$ cat config.mk
export PLATFORM = sky130hd
export DESIGN_NAME = calmux_top
export DESIGN_NICKNAME = d
export VERILOG_FILES = /design/src/rtl/calmux_pkg.sv /design/src/rtl/calmux_top.sv /design/src/rtl/calmux_wave_gen.sv
export SDC_FILE = /design/constraint.sdc
export NUM_CORES = 1
export LEC_CHECK = 0
export ABC_AREA = 1
export BUFFER_PORTS_ARGS = -buffer_cell sky130_fd_sc_hd__buf_4
export CORE_MARGIN = 8
export CORE_UTILIZATION = 28
export DETAILED_ROUTE_END_ITERATION = 16
export SKIP_CTS_REPAIR_TIMING = 1
export SLEW_MARGIN = 30
export SYNTH_ARGS = -nofsm -noshare
export SYNTH_HDL_FRONTEND = slang
export SYNTH_HIERARCHICAL = 1
export SYNTH_SLANG_ARGS = --single-unit
export TNS_END_PERCENT = 10
$ cat constraint.sdc
create_clock -name core_clk -period 9.4 [get_ports core_clk]
set_input_delay 0.47 -clock core_clk [delete_from_list [all_inputs] [get_ports core_clk]]
set_output_delay 0.47 -clock core_clk [all_outputs]
set_load 0.005 [all_outputs]
$ cat src/rtl/calmux_pkg.sv
// constants for the calibration source and input mux block
package calmux_pkg;

  localparam int APB_AW = 8;
  localparam int APB_DW = 32;
  localparam int REG_W  = 24;
  localparam int CNT_W  = 22;
  localparam int HIGH_W = 11;
  localparam int FREQ_W = 3;

  // register indices; byte address is four times the index
  localparam logic [5:0] CAL_CFG_IDX  = 6'h12;
  localparam logic [5:0] CAL_STAT_IDX = 6'h13;
  localparam logic [5:0] EMUX_CFG_IDX = 6'h14;
  localparam logic [APB_AW-1:0] CAL_CFG_ADDR  = {CAL_CFG_IDX, 2'h0};
  localparam logic [APB_AW-1:0] CAL_STAT_ADDR = {CAL_STAT_IDX, 2'h0};
  localparam logic [APB_AW-1:0] EMUX_CFG_ADDR = {EMUX_CFG_IDX, 2'h0};

  // calibration_source_config fields
  localparam int CAL_EN_BIT    = 22;
  localparam int CAL_MODE_BIT  = 21;
  localparam int CAL_MAG_BIT   = 20;
  localparam int CAL_FREQ_LSB  = 12;
  localparam int CAL_HALF_BIT  = 11;
  localparam int CAL_HIGH_LSB  = 0;
  localparam logic [REG_W-1:0] CAL_CFG_RST  = 24'h004800;
  localparam logic [REG_W-1:0] CAL_CFG_MASK = 24'h707FFF;

  // ecg_input_mux_config fields
  localparam int EMUX_INV_BIT    = 23;
  localparam int EMUX_ISOP_BIT   = 21;
  localparam int EMUX_ISON_BIT   = 20;
  localparam int EMUX_ROUTEP_LSB = 18;
  localparam int EMUX_ROUTEN_LSB = 16;
  localparam logic [REG_W-1:0] EMUX_CFG_RST  = 24'h300000;
  localparam logic [REG_W-1:0] EMUX_CFG_MASK = 24'hBF0000;

  // status register fields
  localparam int STAT_RES_LSB   = 0;
  localparam int STAT_FSEL_LSB  = 16;
  localparam int STAT_LVLP_LSB  = 18;
  localparam int STAT_LVLN_LSB  = 20;
  localparam int STAT_PHASE_BIT = 22;

  // input calibration routes
  localparam logic [1:0] ROUTE_NONE = 2'h0;
  localparam logic [1:0] ROUTE_MID  = 2'h1;
  localparam logic [1:0] ROUTE_CALP = 2'h2;
  localparam logic [1:0] ROUTE_CALN = 2'h3;

  // source level codes
  localparam logic [1:0] LEVEL_MID   = 2'h0;
  localparam logic [1:0] LEVEL_PLUS  = 2'h1;
  localparam logic [1:0] LEVEL_MINUS = 2'h2;

  // period is two to this power, in master clock ticks
  localparam logic [4:0] FREQ_SHIFT [8] = '{5'h07, 5'h09, 5'h0B, 5'h0D,
                                           5'h0F, 5'h11, 5'h13, 5'h15};

  // timing resolution per master frequency selection, in ns
  localparam logic [15:0] CAL_TIMING_RESOLUTION_NS [4] = '{16'h7738, 16'h7A12, 16'h7A12, 16'h7A30};

endpackage : calmux_pkg

$ cat src/rtl/calmux_top.sv
// calibration source control and ecg input mux registers behind apb
//
// Notes on behaviour
// - calibration enable off disables both sources, on lets them run per the other settings.
// - mode 0 swings sources between midpoint and one offset, mode 1 between plus and minus.
// - the magnitude bit selects 0.25mV when 0 and 0.50mV when 1.
// - the frequency code divides the master frequency by 128 up to 2^21 in steps of four.
// - waveform timing scales with the master clock rather than fixed values.
// - half duty mode gives a high time of half the period and ignores the count.
// - otherwise the high time is the 11-bit count times the timing resolution.
// - the invert bit leaves the channel non-inverted at 0 and inverts it at 1.
// - the positive isolate bit connects at 0, isolates at 1, and resets isolated.
// - the negative isolate bit connects at 0, isolates at 1, and resets isolated.
// - positive input route applies none, midpoint, positive or negative source.
// - negative input route applies none, midpoint, positive or negative source.
// - routes to a calibration source act only while calibration is enabled.
// - the timing resolution follows the master frequency selection.
//
// Register access over APB was chosen for this implementation.
`timescale 1ns/1ps
module calmux_top
  import calmux_pkg::*;
(
  input  wire logic              core_clk,
  input  wire logic              rstn,
  input  wire logic [APB_AW-1:0] paddr,
  input  wire logic              psel,
  input  wire logic              penable,
  input  wire logic              pwrite,
  input  wire logic [APB_DW-1:0] pwdata,
  output logic      [APB_DW-1:0] prdata,
  output logic                   pready,
  output logic                   pslverr,
  input  wire logic              masterClk,
  input  wire logic [1:0]        masterFreqSelect,
  output logic                   calSourceEnable,
  output logic                   calAmplitudeSelect,
  output logic      [1:0]        calSourcePosLevel,
  output logic      [1:0]        calSourceNegLevel,
  output logic                   inputInvert,
  output logic                   posInputIsolate,
  output logic                   negInputIsolate,
  output logic      [1:0]        posInputCalRoute,
  output logic      [1:0]        negInputCalRoute
);

  typedef struct packed {
    logic [REG_W-1:0]  calCfg;
    logic [REG_W-1:0]  emuxCfg;
    logic [APB_DW-1:0] rdata;
    logic [2:0]        sync;
    logic              mclkLevel;
    logic              calEn;
    logic              calMag;
    logic [1:0]        levelPos;
    logic [1:0]        levelNeg;
    logic              invert;
    logic              isoPos;
    logic              isoNeg;
    logic [1:0]        routePos;
    logic [1:0]        routeNeg;
  } calmux_top_st_t;

  calmux_top_st_t    state_reg;
  calmux_top_st_t    state_next;
  logic              setupPhase;
  logic              accessPhase;
  logic              mapped;
  logic              wrCal;
  logic              wrEmux;
  logic              mclkTick;
  logic              phaseHigh;
  logic [APB_DW-1:0] readValue;
  logic [REG_W-1:0]  statusWord;
  logic              calEnBit;
  logic              calModeBit;
  logic [1:0]        cfgRouteP;
  logic [1:0]        cfgRouteN;

  assign calEnBit   = state_reg.calCfg[CAL_EN_BIT];
  assign calModeBit = state_reg.calCfg[CAL_MODE_BIT];
  assign cfgRouteP  = state_reg.emuxCfg[EMUX_ROUTEP_LSB +: 2];
  assign cfgRouteN  = state_reg.emuxCfg[EMUX_ROUTEN_LSB +: 2];

  // apb decode, zero wait states
  assign setupPhase  = psel && !penable;
  assign accessPhase = psel && penable;
  assign mapped      = (paddr == CAL_CFG_ADDR) || (paddr == EMUX_CFG_ADDR)
                       || (paddr == CAL_STAT_ADDR);
  assign wrCal       = accessPhase && pwrite && (paddr == CAL_CFG_ADDR);
  assign wrEmux      = accessPhase && pwrite && (paddr == EMUX_CFG_ADDR);
  assign pready      = accessPhase;
  assign pslverr     = accessPhase && !mapped;
  assign prdata      = state_reg.rdata;

  // master clock edge, counted once stages two and three agree
  assign mclkTick = (state_reg.sync[1] == state_reg.sync[2])
                    && state_reg.sync[2] && !state_reg.mclkLevel;

  always_comb begin
    statusWord = '0;
    statusWord[STAT_RES_LSB +: 16]  = CAL_TIMING_RESOLUTION_NS[masterFreqSelect];
    statusWord[STAT_FSEL_LSB +: 2]  = masterFreqSelect;
    statusWord[STAT_LVLP_LSB +: 2]  = state_reg.levelPos;
    statusWord[STAT_LVLN_LSB +: 2]  = state_reg.levelNeg;
    statusWord[STAT_PHASE_BIT]      = phaseHigh;
  end

  always_comb begin
    case (paddr)
      CAL_CFG_ADDR:  readValue = APB_DW'(state_reg.calCfg);
      EMUX_CFG_ADDR: readValue = APB_DW'(state_reg.emuxCfg);
      CAL_STAT_ADDR: readValue = APB_DW'(statusWord);
      default:       readValue = '0;
    endcase
  end

  always_comb begin
    state_next = state_reg;

    // register writes land at the access edge
    if (wrCal) begin
      state_next.calCfg = pwdata[REG_W-1:0] & CAL_CFG_MASK;
    end
    if (wrEmux) begin
      state_next.emuxCfg = pwdata[REG_W-1:0] & EMUX_CFG_MASK;
    end
    if (setupPhase) begin
      state_next.rdata = readValue;
    end

    // master clock synchroniser and stable level
    state_next.sync = {state_reg.sync[1:0], masterClk};
    if (state_reg.sync[1] == state_reg.sync[2]) begin
      state_next.mclkLevel = state_reg.sync[2];
    end

    // source controls
    state_next.calEn  = calEnBit;
    state_next.calMag = state_reg.calCfg[CAL_MAG_BIT];
    if (!calEnBit) begin
      state_next.levelPos = LEVEL_MID;
      state_next.levelNeg = LEVEL_MID;
    end else if (calModeBit) begin
      state_next.levelPos = phaseHigh ? LEVEL_PLUS : LEVEL_MINUS;
      state_next.levelNeg = phaseHigh ? LEVEL_MINUS : LEVEL_PLUS;
    end else begin
      state_next.levelPos = phaseHigh ? LEVEL_PLUS : LEVEL_MID;
      state_next.levelNeg = phaseHigh ? LEVEL_MINUS : LEVEL_MID;
    end

    // input mux controls
    state_next.invert = state_reg.emuxCfg[EMUX_INV_BIT];
    state_next.isoPos = state_reg.emuxCfg[EMUX_ISOP_BIT];
    state_next.isoNeg = state_reg.emuxCfg[EMUX_ISON_BIT];
    state_next.routePos = (cfgRouteP[1] && !calEnBit) ? ROUTE_NONE : cfgRouteP;
    state_next.routeNeg = (cfgRouteN[1] && !calEnBit) ? ROUTE_NONE : cfgRouteN;
  end

  always_ff @(posedge core_clk or negedge rstn) begin
    if (!rstn) begin
      state_reg          <= '0;
      state_reg.calCfg   <= CAL_CFG_RST;
      state_reg.emuxCfg  <= EMUX_CFG_RST;
      state_reg.isoPos   <= 1'b1;
      state_reg.isoNeg   <= 1'b1;
    end else begin
      state_reg <= state_next;
    end
  end

  calmux_wave_gen u_wave_gen (
    .core_clk  (core_clk),
    .rstn      (rstn),
    .enable    (calEnBit),
    .tick      (mclkTick),
    .divSel    (state_reg.calCfg[CAL_FREQ_LSB +: FREQ_W]),
    .halfDuty  (state_reg.calCfg[CAL_HALF_BIT]),
    .highCount (state_reg.calCfg[CAL_HIGH_LSB +: HIGH_W]),
    .phaseHigh (phaseHigh)
  );

  assign calSourceEnable    = state_reg.calEn;
  assign calAmplitudeSelect = state_reg.calMag;
  assign calSourcePosLevel  = state_reg.levelPos;
  assign calSourceNegLevel  = state_reg.levelNeg;
  assign inputInvert        = state_reg.invert;
  assign posInputIsolate    = state_reg.isoPos;
  assign negInputIsolate    = state_reg.isoNeg;
  assign posInputCalRoute   = state_reg.routePos;
  assign negInputCalRoute   = state_reg.routeNeg;
endmodule : calmux_top

$ cat src/rtl/calmux_wave_gen.sv
// calibration square wave timing, counted in master clock ticks
`timescale 1ns/1ps
module calmux_wave_gen
  import calmux_pkg::*;
(
  input  wire logic              core_clk,
  input  wire logic              rstn,
  input  wire logic              enable,
  input  wire logic              tick,
  input  wire logic [FREQ_W-1:0] divSel,
  input  wire logic              halfDuty,
  input  wire logic [HIGH_W-1:0] highCount,
  output logic                   phaseHigh
);

  typedef struct packed {
    logic [CNT_W-1:0] cnt;
    logic             high;
  } calmux_gen_st_t;

  calmux_gen_st_t   state_reg;
  calmux_gen_st_t   state_next;
  logic [CNT_W-1:0] period;
  logic [CNT_W-1:0] periodLast;
  logic [CNT_W-1:0] highTime;

  assign period     = CNT_W'(1) << FREQ_SHIFT[divSel];
  assign periodLast = period - CNT_W'(1);
  assign highTime   = halfDuty ? (period >> 1) : CNT_W'(highCount);

  always_comb begin
    state_next = state_reg;
    if (!enable) begin
      state_next.cnt = '0;
    end else if (tick) begin
      state_next.cnt = (state_reg.cnt >= periodLast) ? '0 : state_reg.cnt + CNT_W'(1);
    end
    state_next.high = enable && (state_next.cnt < highTime);
  end

  always_ff @(posedge core_clk or negedge rstn) begin
    if (!rstn) begin
      state_reg <= '0;
    end else begin
      state_reg <= state_next;
    end
  end

  assign phaseHigh = state_reg.high;
endmodule : calmux_wave_gen

---- Yosys cells after proc, flatten, opt, wreduce, memory -nomap -nowiden ----
Memory sizes are Yosys's and may differ from the RTL's.
Index checks and enable logic that the tools add are counted.
word-level totals
  flip-flop bits (word level) ............. 97
  bits in latches ......................... 0
  RAM bits ................................ 0
  bits in read-only memories .............. 40
  bits of input ports ..................... 48
  output and inout port bits .............. 47
  memories kept ........................... 1
operators by class
  add/sub/neg operators ................... 2
  $mul .................................... 0
  divide/modulo/power cells ............... 0
  magnitude comparators ................... 4
  eq/ne operators ......................... 4
  shifts and indexed selects .............. 1
  multiplexer cells ....................... 18
  bitwise logic cells ..................... 2
  reduce and logical (&&, ||, !) cells .... 17
memories
  memory            words  width  read ports  clocked after Yosys merged registers in  wr ports  RTL line               text
  (name not given)  8      5      1           0                                        0         calmux_wave_gen.sv:27  assign period = CNT_W'(1) << FREQ_SHIFT[divSel];
operator list
  operator                                                               count
  24-bit case mux with 3 select lines                                    1
  22-bit two-way mux                                                     3
  16-bit binary-select mux with 2-bit select                             1
  16-bit two-way mux                                                     2
  8-bit by 7-bit equality test with 1-bit output, second input constant  3
  22-bit by 1-bit adder with 22-bit output, second input constant        1
  22-bit greater-or-equal comparator                                     1
  22-bit < comparator                                                    1
  1-bit by 5-bit left shift with 22-bit output, first input constant     1
  22-bit by 1-bit subtractor with 22-bit output, second input constant   1
  21-bit two-way mux                                                     1
  1-bit logical AND                                                      11
  2-bit two-way mux                                                      5
  5-bit two-way mux                                                      2
  4-bit two-way mux                                                      2
  4-bit greater-or-equal comparator, second input constant               1
  1-bit zero test                                                        4
  3-bit NOT with 4-bit output                                            1
  3-bit greater-or-equal comparator, second input constant               1
  2-bit NOT with 3-bit output                                            1
  1-bit logical OR                                                       2
  1-bit equality test                                                    1
  1-bit two-way mux                                                      1

---- Logic depth before layout (Yosys ltp) ----
  depth after elaboration ................. 12
  gate-level depth with buffers ........... 30
  gate-level depth less buffers ........... 29

---- Modules after synthesis ----
The synthesis kept the hierarchy.
by module, submodules not included
  module           instances  cells an instance  area an instance (um^2)
  calmux_top       1          338                3074.2
  calmux_wave_gen  1          366                2523.7

---- Worst setup path after synthesis ----
OpenSTA, ideal clock, no wires.
  path kind ............................... register to register
  from .................................... register state_reg[85] (netlist name)
  to ...................................... register u_wave_gen.state_reg (netlist bit u_wave_gen/phaseHigh)
  library setup time ...................... 118 ps
  arrival time ............................ 3748 ps
  required time ........................... 9282 ps
  slack ................................... 5534 ps
  stages on the path, launching flop included .. 28
  cell sequence ........................... dfrtp_1 -> inv_1 -> ha_1 -> inv_1 -> nor2_1 -> nand2_1 -> ha_1 -> nand2_1 -> xor2_1 -> ha_1 -> nand2_1 -> nor2_1 -> nand2_1 -> nor3_1 -> nand2_1 -> nand2_1 -> nand2_2 -> nand2_2 -> buf_2 -> nor2_1 -> ha_1 -> nand2_1 -> o21ai_0 -> nand4_1 -> nand3_1 -> nand2_1 -> nand2_1 -> nor2_2
RTL lines
  item                    RTL line               text
  from (decl)             calmux_top.sv:64       calmux_top_st_t state_reg;
  from (signal assigned)  calmux_top.sv:168      state_reg <= state_next;
  to (signal assigned)    calmux_wave_gen.sv:45  state_reg <= state_next;
  to (decl)               calmux_wave_gen.sv:21  calmux_gen_st_t state_reg;

==> metrics <==
DR WL/cell=14.1 microns; Clock power frac=42.1%; switching pwr=0.221 mW; final hold violation count=0; DRC=0; Yosys reg bits=86; total wire length=14300 microns; 1st-iter DRT viols=219; CTS Buf Count=9; via count=4415; yosys warns=6; largest family of logic cells by synthesized area=simple AND/OR/NAND/NOR gates; share of post-route cells with drive strength above 1=21.5%; final period utilization=51.6%; static leakage power=3.49 nW; setup slack after layout=4.55 ns; Simple-Gate Fraction of Synth Area=28.0%; critical path peak fanout=15; RSZ-0062 raised after global routing=no; maximum VDD drop=0.0974 mV; largest net degree at the start of global routing=65; Clk Latency, worst-skew pair=0.34 ns; Power, Total=0.855 mW; Sw Ratio=25.8%; pwr dens=133 nW/um^2; post-synthesis mux area share=0.201%; Starting Density=28.7%; internal power=0.634 mW; drt first pass iters=4; number of global-route vias before repair=4374; Top FF cell, synth=dfrtp_1; final hold slack=0.0239 ns; max reg flops=23; Worst Tran Pin Value=0.930 ns; Fin Setup TNS=0 ns; setup slack at placement=4.63 ns; relative slew slack=37.8%; die area=24800 sq um; Mapped Cells=704; GPL Wtd Cong=0.863; Crit. End Element=flip-flop; initial antenna violation count=0; XOR/XNOR Fraction of Synth Area=1.56%; startpoint types=flip-flop; drt via density=4.34; Chip Width=157 microns; sequential power share=47.0%; Final min period=4.85 ns; most frequent cells in the layout=nand2_1, inv_1, dfrtp_1; adder-cell share of the synthesized area=8.94%; setup violators final=0; ys async rst share=100%; ant diodes=0; Crit Path Class=reg2reg; TritonCTS clock tree=built; outcome=complete, no violations; most common cell after layout, fill and taps aside=nand2_1; Antenna Nets Post-Route=0; final net count=835; Min-Delay Path Class=in2async; # IOs=95; CTS Buffer Depth=2; Clock Sinks=86; Distinct cells, synth=42; Port Buf Inserts=76; post-synthesis compound-gate area fraction=9.50%; total track usage=11.7%; first-pass GRT wire length=23100 microns; Clock Skew=0.00684 ns; Max Slew Vio Count=0; max cap viols=0; DP HPWL=11200 microns; Post-Syn Area=5600 sq um; CTS HTree Levels=3; CP arrival=5.11 ns; Post-synth EDFFs=0; Core ar.=19500 sq um; Syn Area/Cell=7.95 sq um; area delta synth->final=15.1%; Worst EP required=9.67 ns; clk root buf=clkbuf_16; Clock transition at path regs=0.06 ns; GRT overflow=0; register area share after synthesis=38.6%; height of the die=157 microns; combinational power share=10.9%; Cell Rows=51; maximum clock rate=0.206 GHz
power by group through the flow:
stage,combinational (mW),clock [mW],sequential [mW]
after global placement,0.0925,0,0.409
final,0.0929,0.360,0.402
after CTS,0.0947,0.370,0.402
after floorplan,0.0613,0,0.403
after detailed placement,0.0942,0,0.409
after global routing,0.107,0.383,0.405
cells by family after synthesis:
| logic type | Yosys count |
|---|---|
| flops | 86 |
| simple gates | 335 |
| compound gates | 88 |
| mux | 1 |
| other cells | 1 |
| fa+ha+maj | 40 |
| buf+inv | 143 |
| xor+xnor | 10 |
through the flow:
stage	util (%)	std cells	area [sq um]
after floorplan	-	712	5630
after global placement	31.4	1001	6140
after detailed placement	31.4	1001	6140
after CTS	33.0	1017	6440
after global routing	33.0	1017	6440
final	33.0	1017	6440
final timing paths:
check | startpoint | end | slack, ns | cells after the start
worst max-delay path | state_reg[85] | u_wave_gen/phaseHigh | 4.55 | 26
worst min-delay path | rstn | u_wave_gen/state_reg[16] | 0.02 | 1
worst max register to register | state_reg[85] | u_wave_gen/phaseHigh | 4.55 | 26
worst min register to register | state_next[15] | state_next[16] | 0.36 | 0
max in group asynchronous | rstn | u_wave_gen/state_reg[14] | 8.25 | 2
min in group core_clk | masterClk | state_next[15] | 0.25 | 1
Yosys cell counts, types with 2 or more instances:
cell type	count	area share, %
inv_1	85	5.7
ha_1	40	8.9
xor2_1	6	0.94
nand2_2	13	1.5
buf_2	3	0.27
inv_2	4	0.27
nor2_4	7	1.4
nor3_1	9	0.80
a22oi_1	2	0.27
o21ai_0	28	2.5
nand2_1	184	12
nand3_4	2	0.63
nand4_1	9	1.0
o21ai_2	9	1.4
a21oi_2	11	1.7
buf_4	42	5.6
nor2_2	6	0.67
dfstp_2	6	2.8
nor2_1	57	3.8
nand3_2	4	0.72
dfrtp_1	80	36
a21oi_1	25	2.2
clkbuf_1	3	0.20
nor2_8	2	0.72
a31oi_1	2	0.22
xnor2_1	4	0.63
o21ai_1	8	0.72
buf_6	5	1.0
nand3_1	35	3.1
routing by layer:
layer	up-vias	wire, microns	global-route usage [%]
li1	2280	-	-
met1	2050	6820	15.9
met4	0	107	2.54
met3	7	726	2.58
met2	78	6660	18.8
met5	-	0	0
worst max-delay path, cell delays in order, from the launching register on:
cell      delay [ns]
dfrtp_1         0.46
inv_1           0.11
ha_1            0.37
inv_1           0.10
nor2_1          0.32
nand2_1         0.16
ha_1            0.30
nand2_1         0.15
xor2_1          0.16
ha_1            0.25
nand2_1         0.09
nor2_1          0.08
nand2_1         0.11
nor2_1          0.05
nand2_1         0.05
nand2_1         0.05
nor2_1          0.14
nand2_1         0.08
nand2_2         0.19
nand2_2         0.27
a311oi_1        0.42
ha_1            0.30
nand2_1         0.07
o21ai_0         0.08
a21oi_1         0.23
nor2_1          0.09
nor2_2          0.11
final cells by class:
type                            instances  area, sq um
Clock inverter                          5         58.8
Clock buffer                           11          243
Sequential cell                        86         2160
Inverter                               90          338
Multi-Input combinational cell        483         2730
Timing Repair Buffer                   77          578
Tap cell                              265          332
Fill cell                            2136        13100
Power figures use the tool's default switching activity.
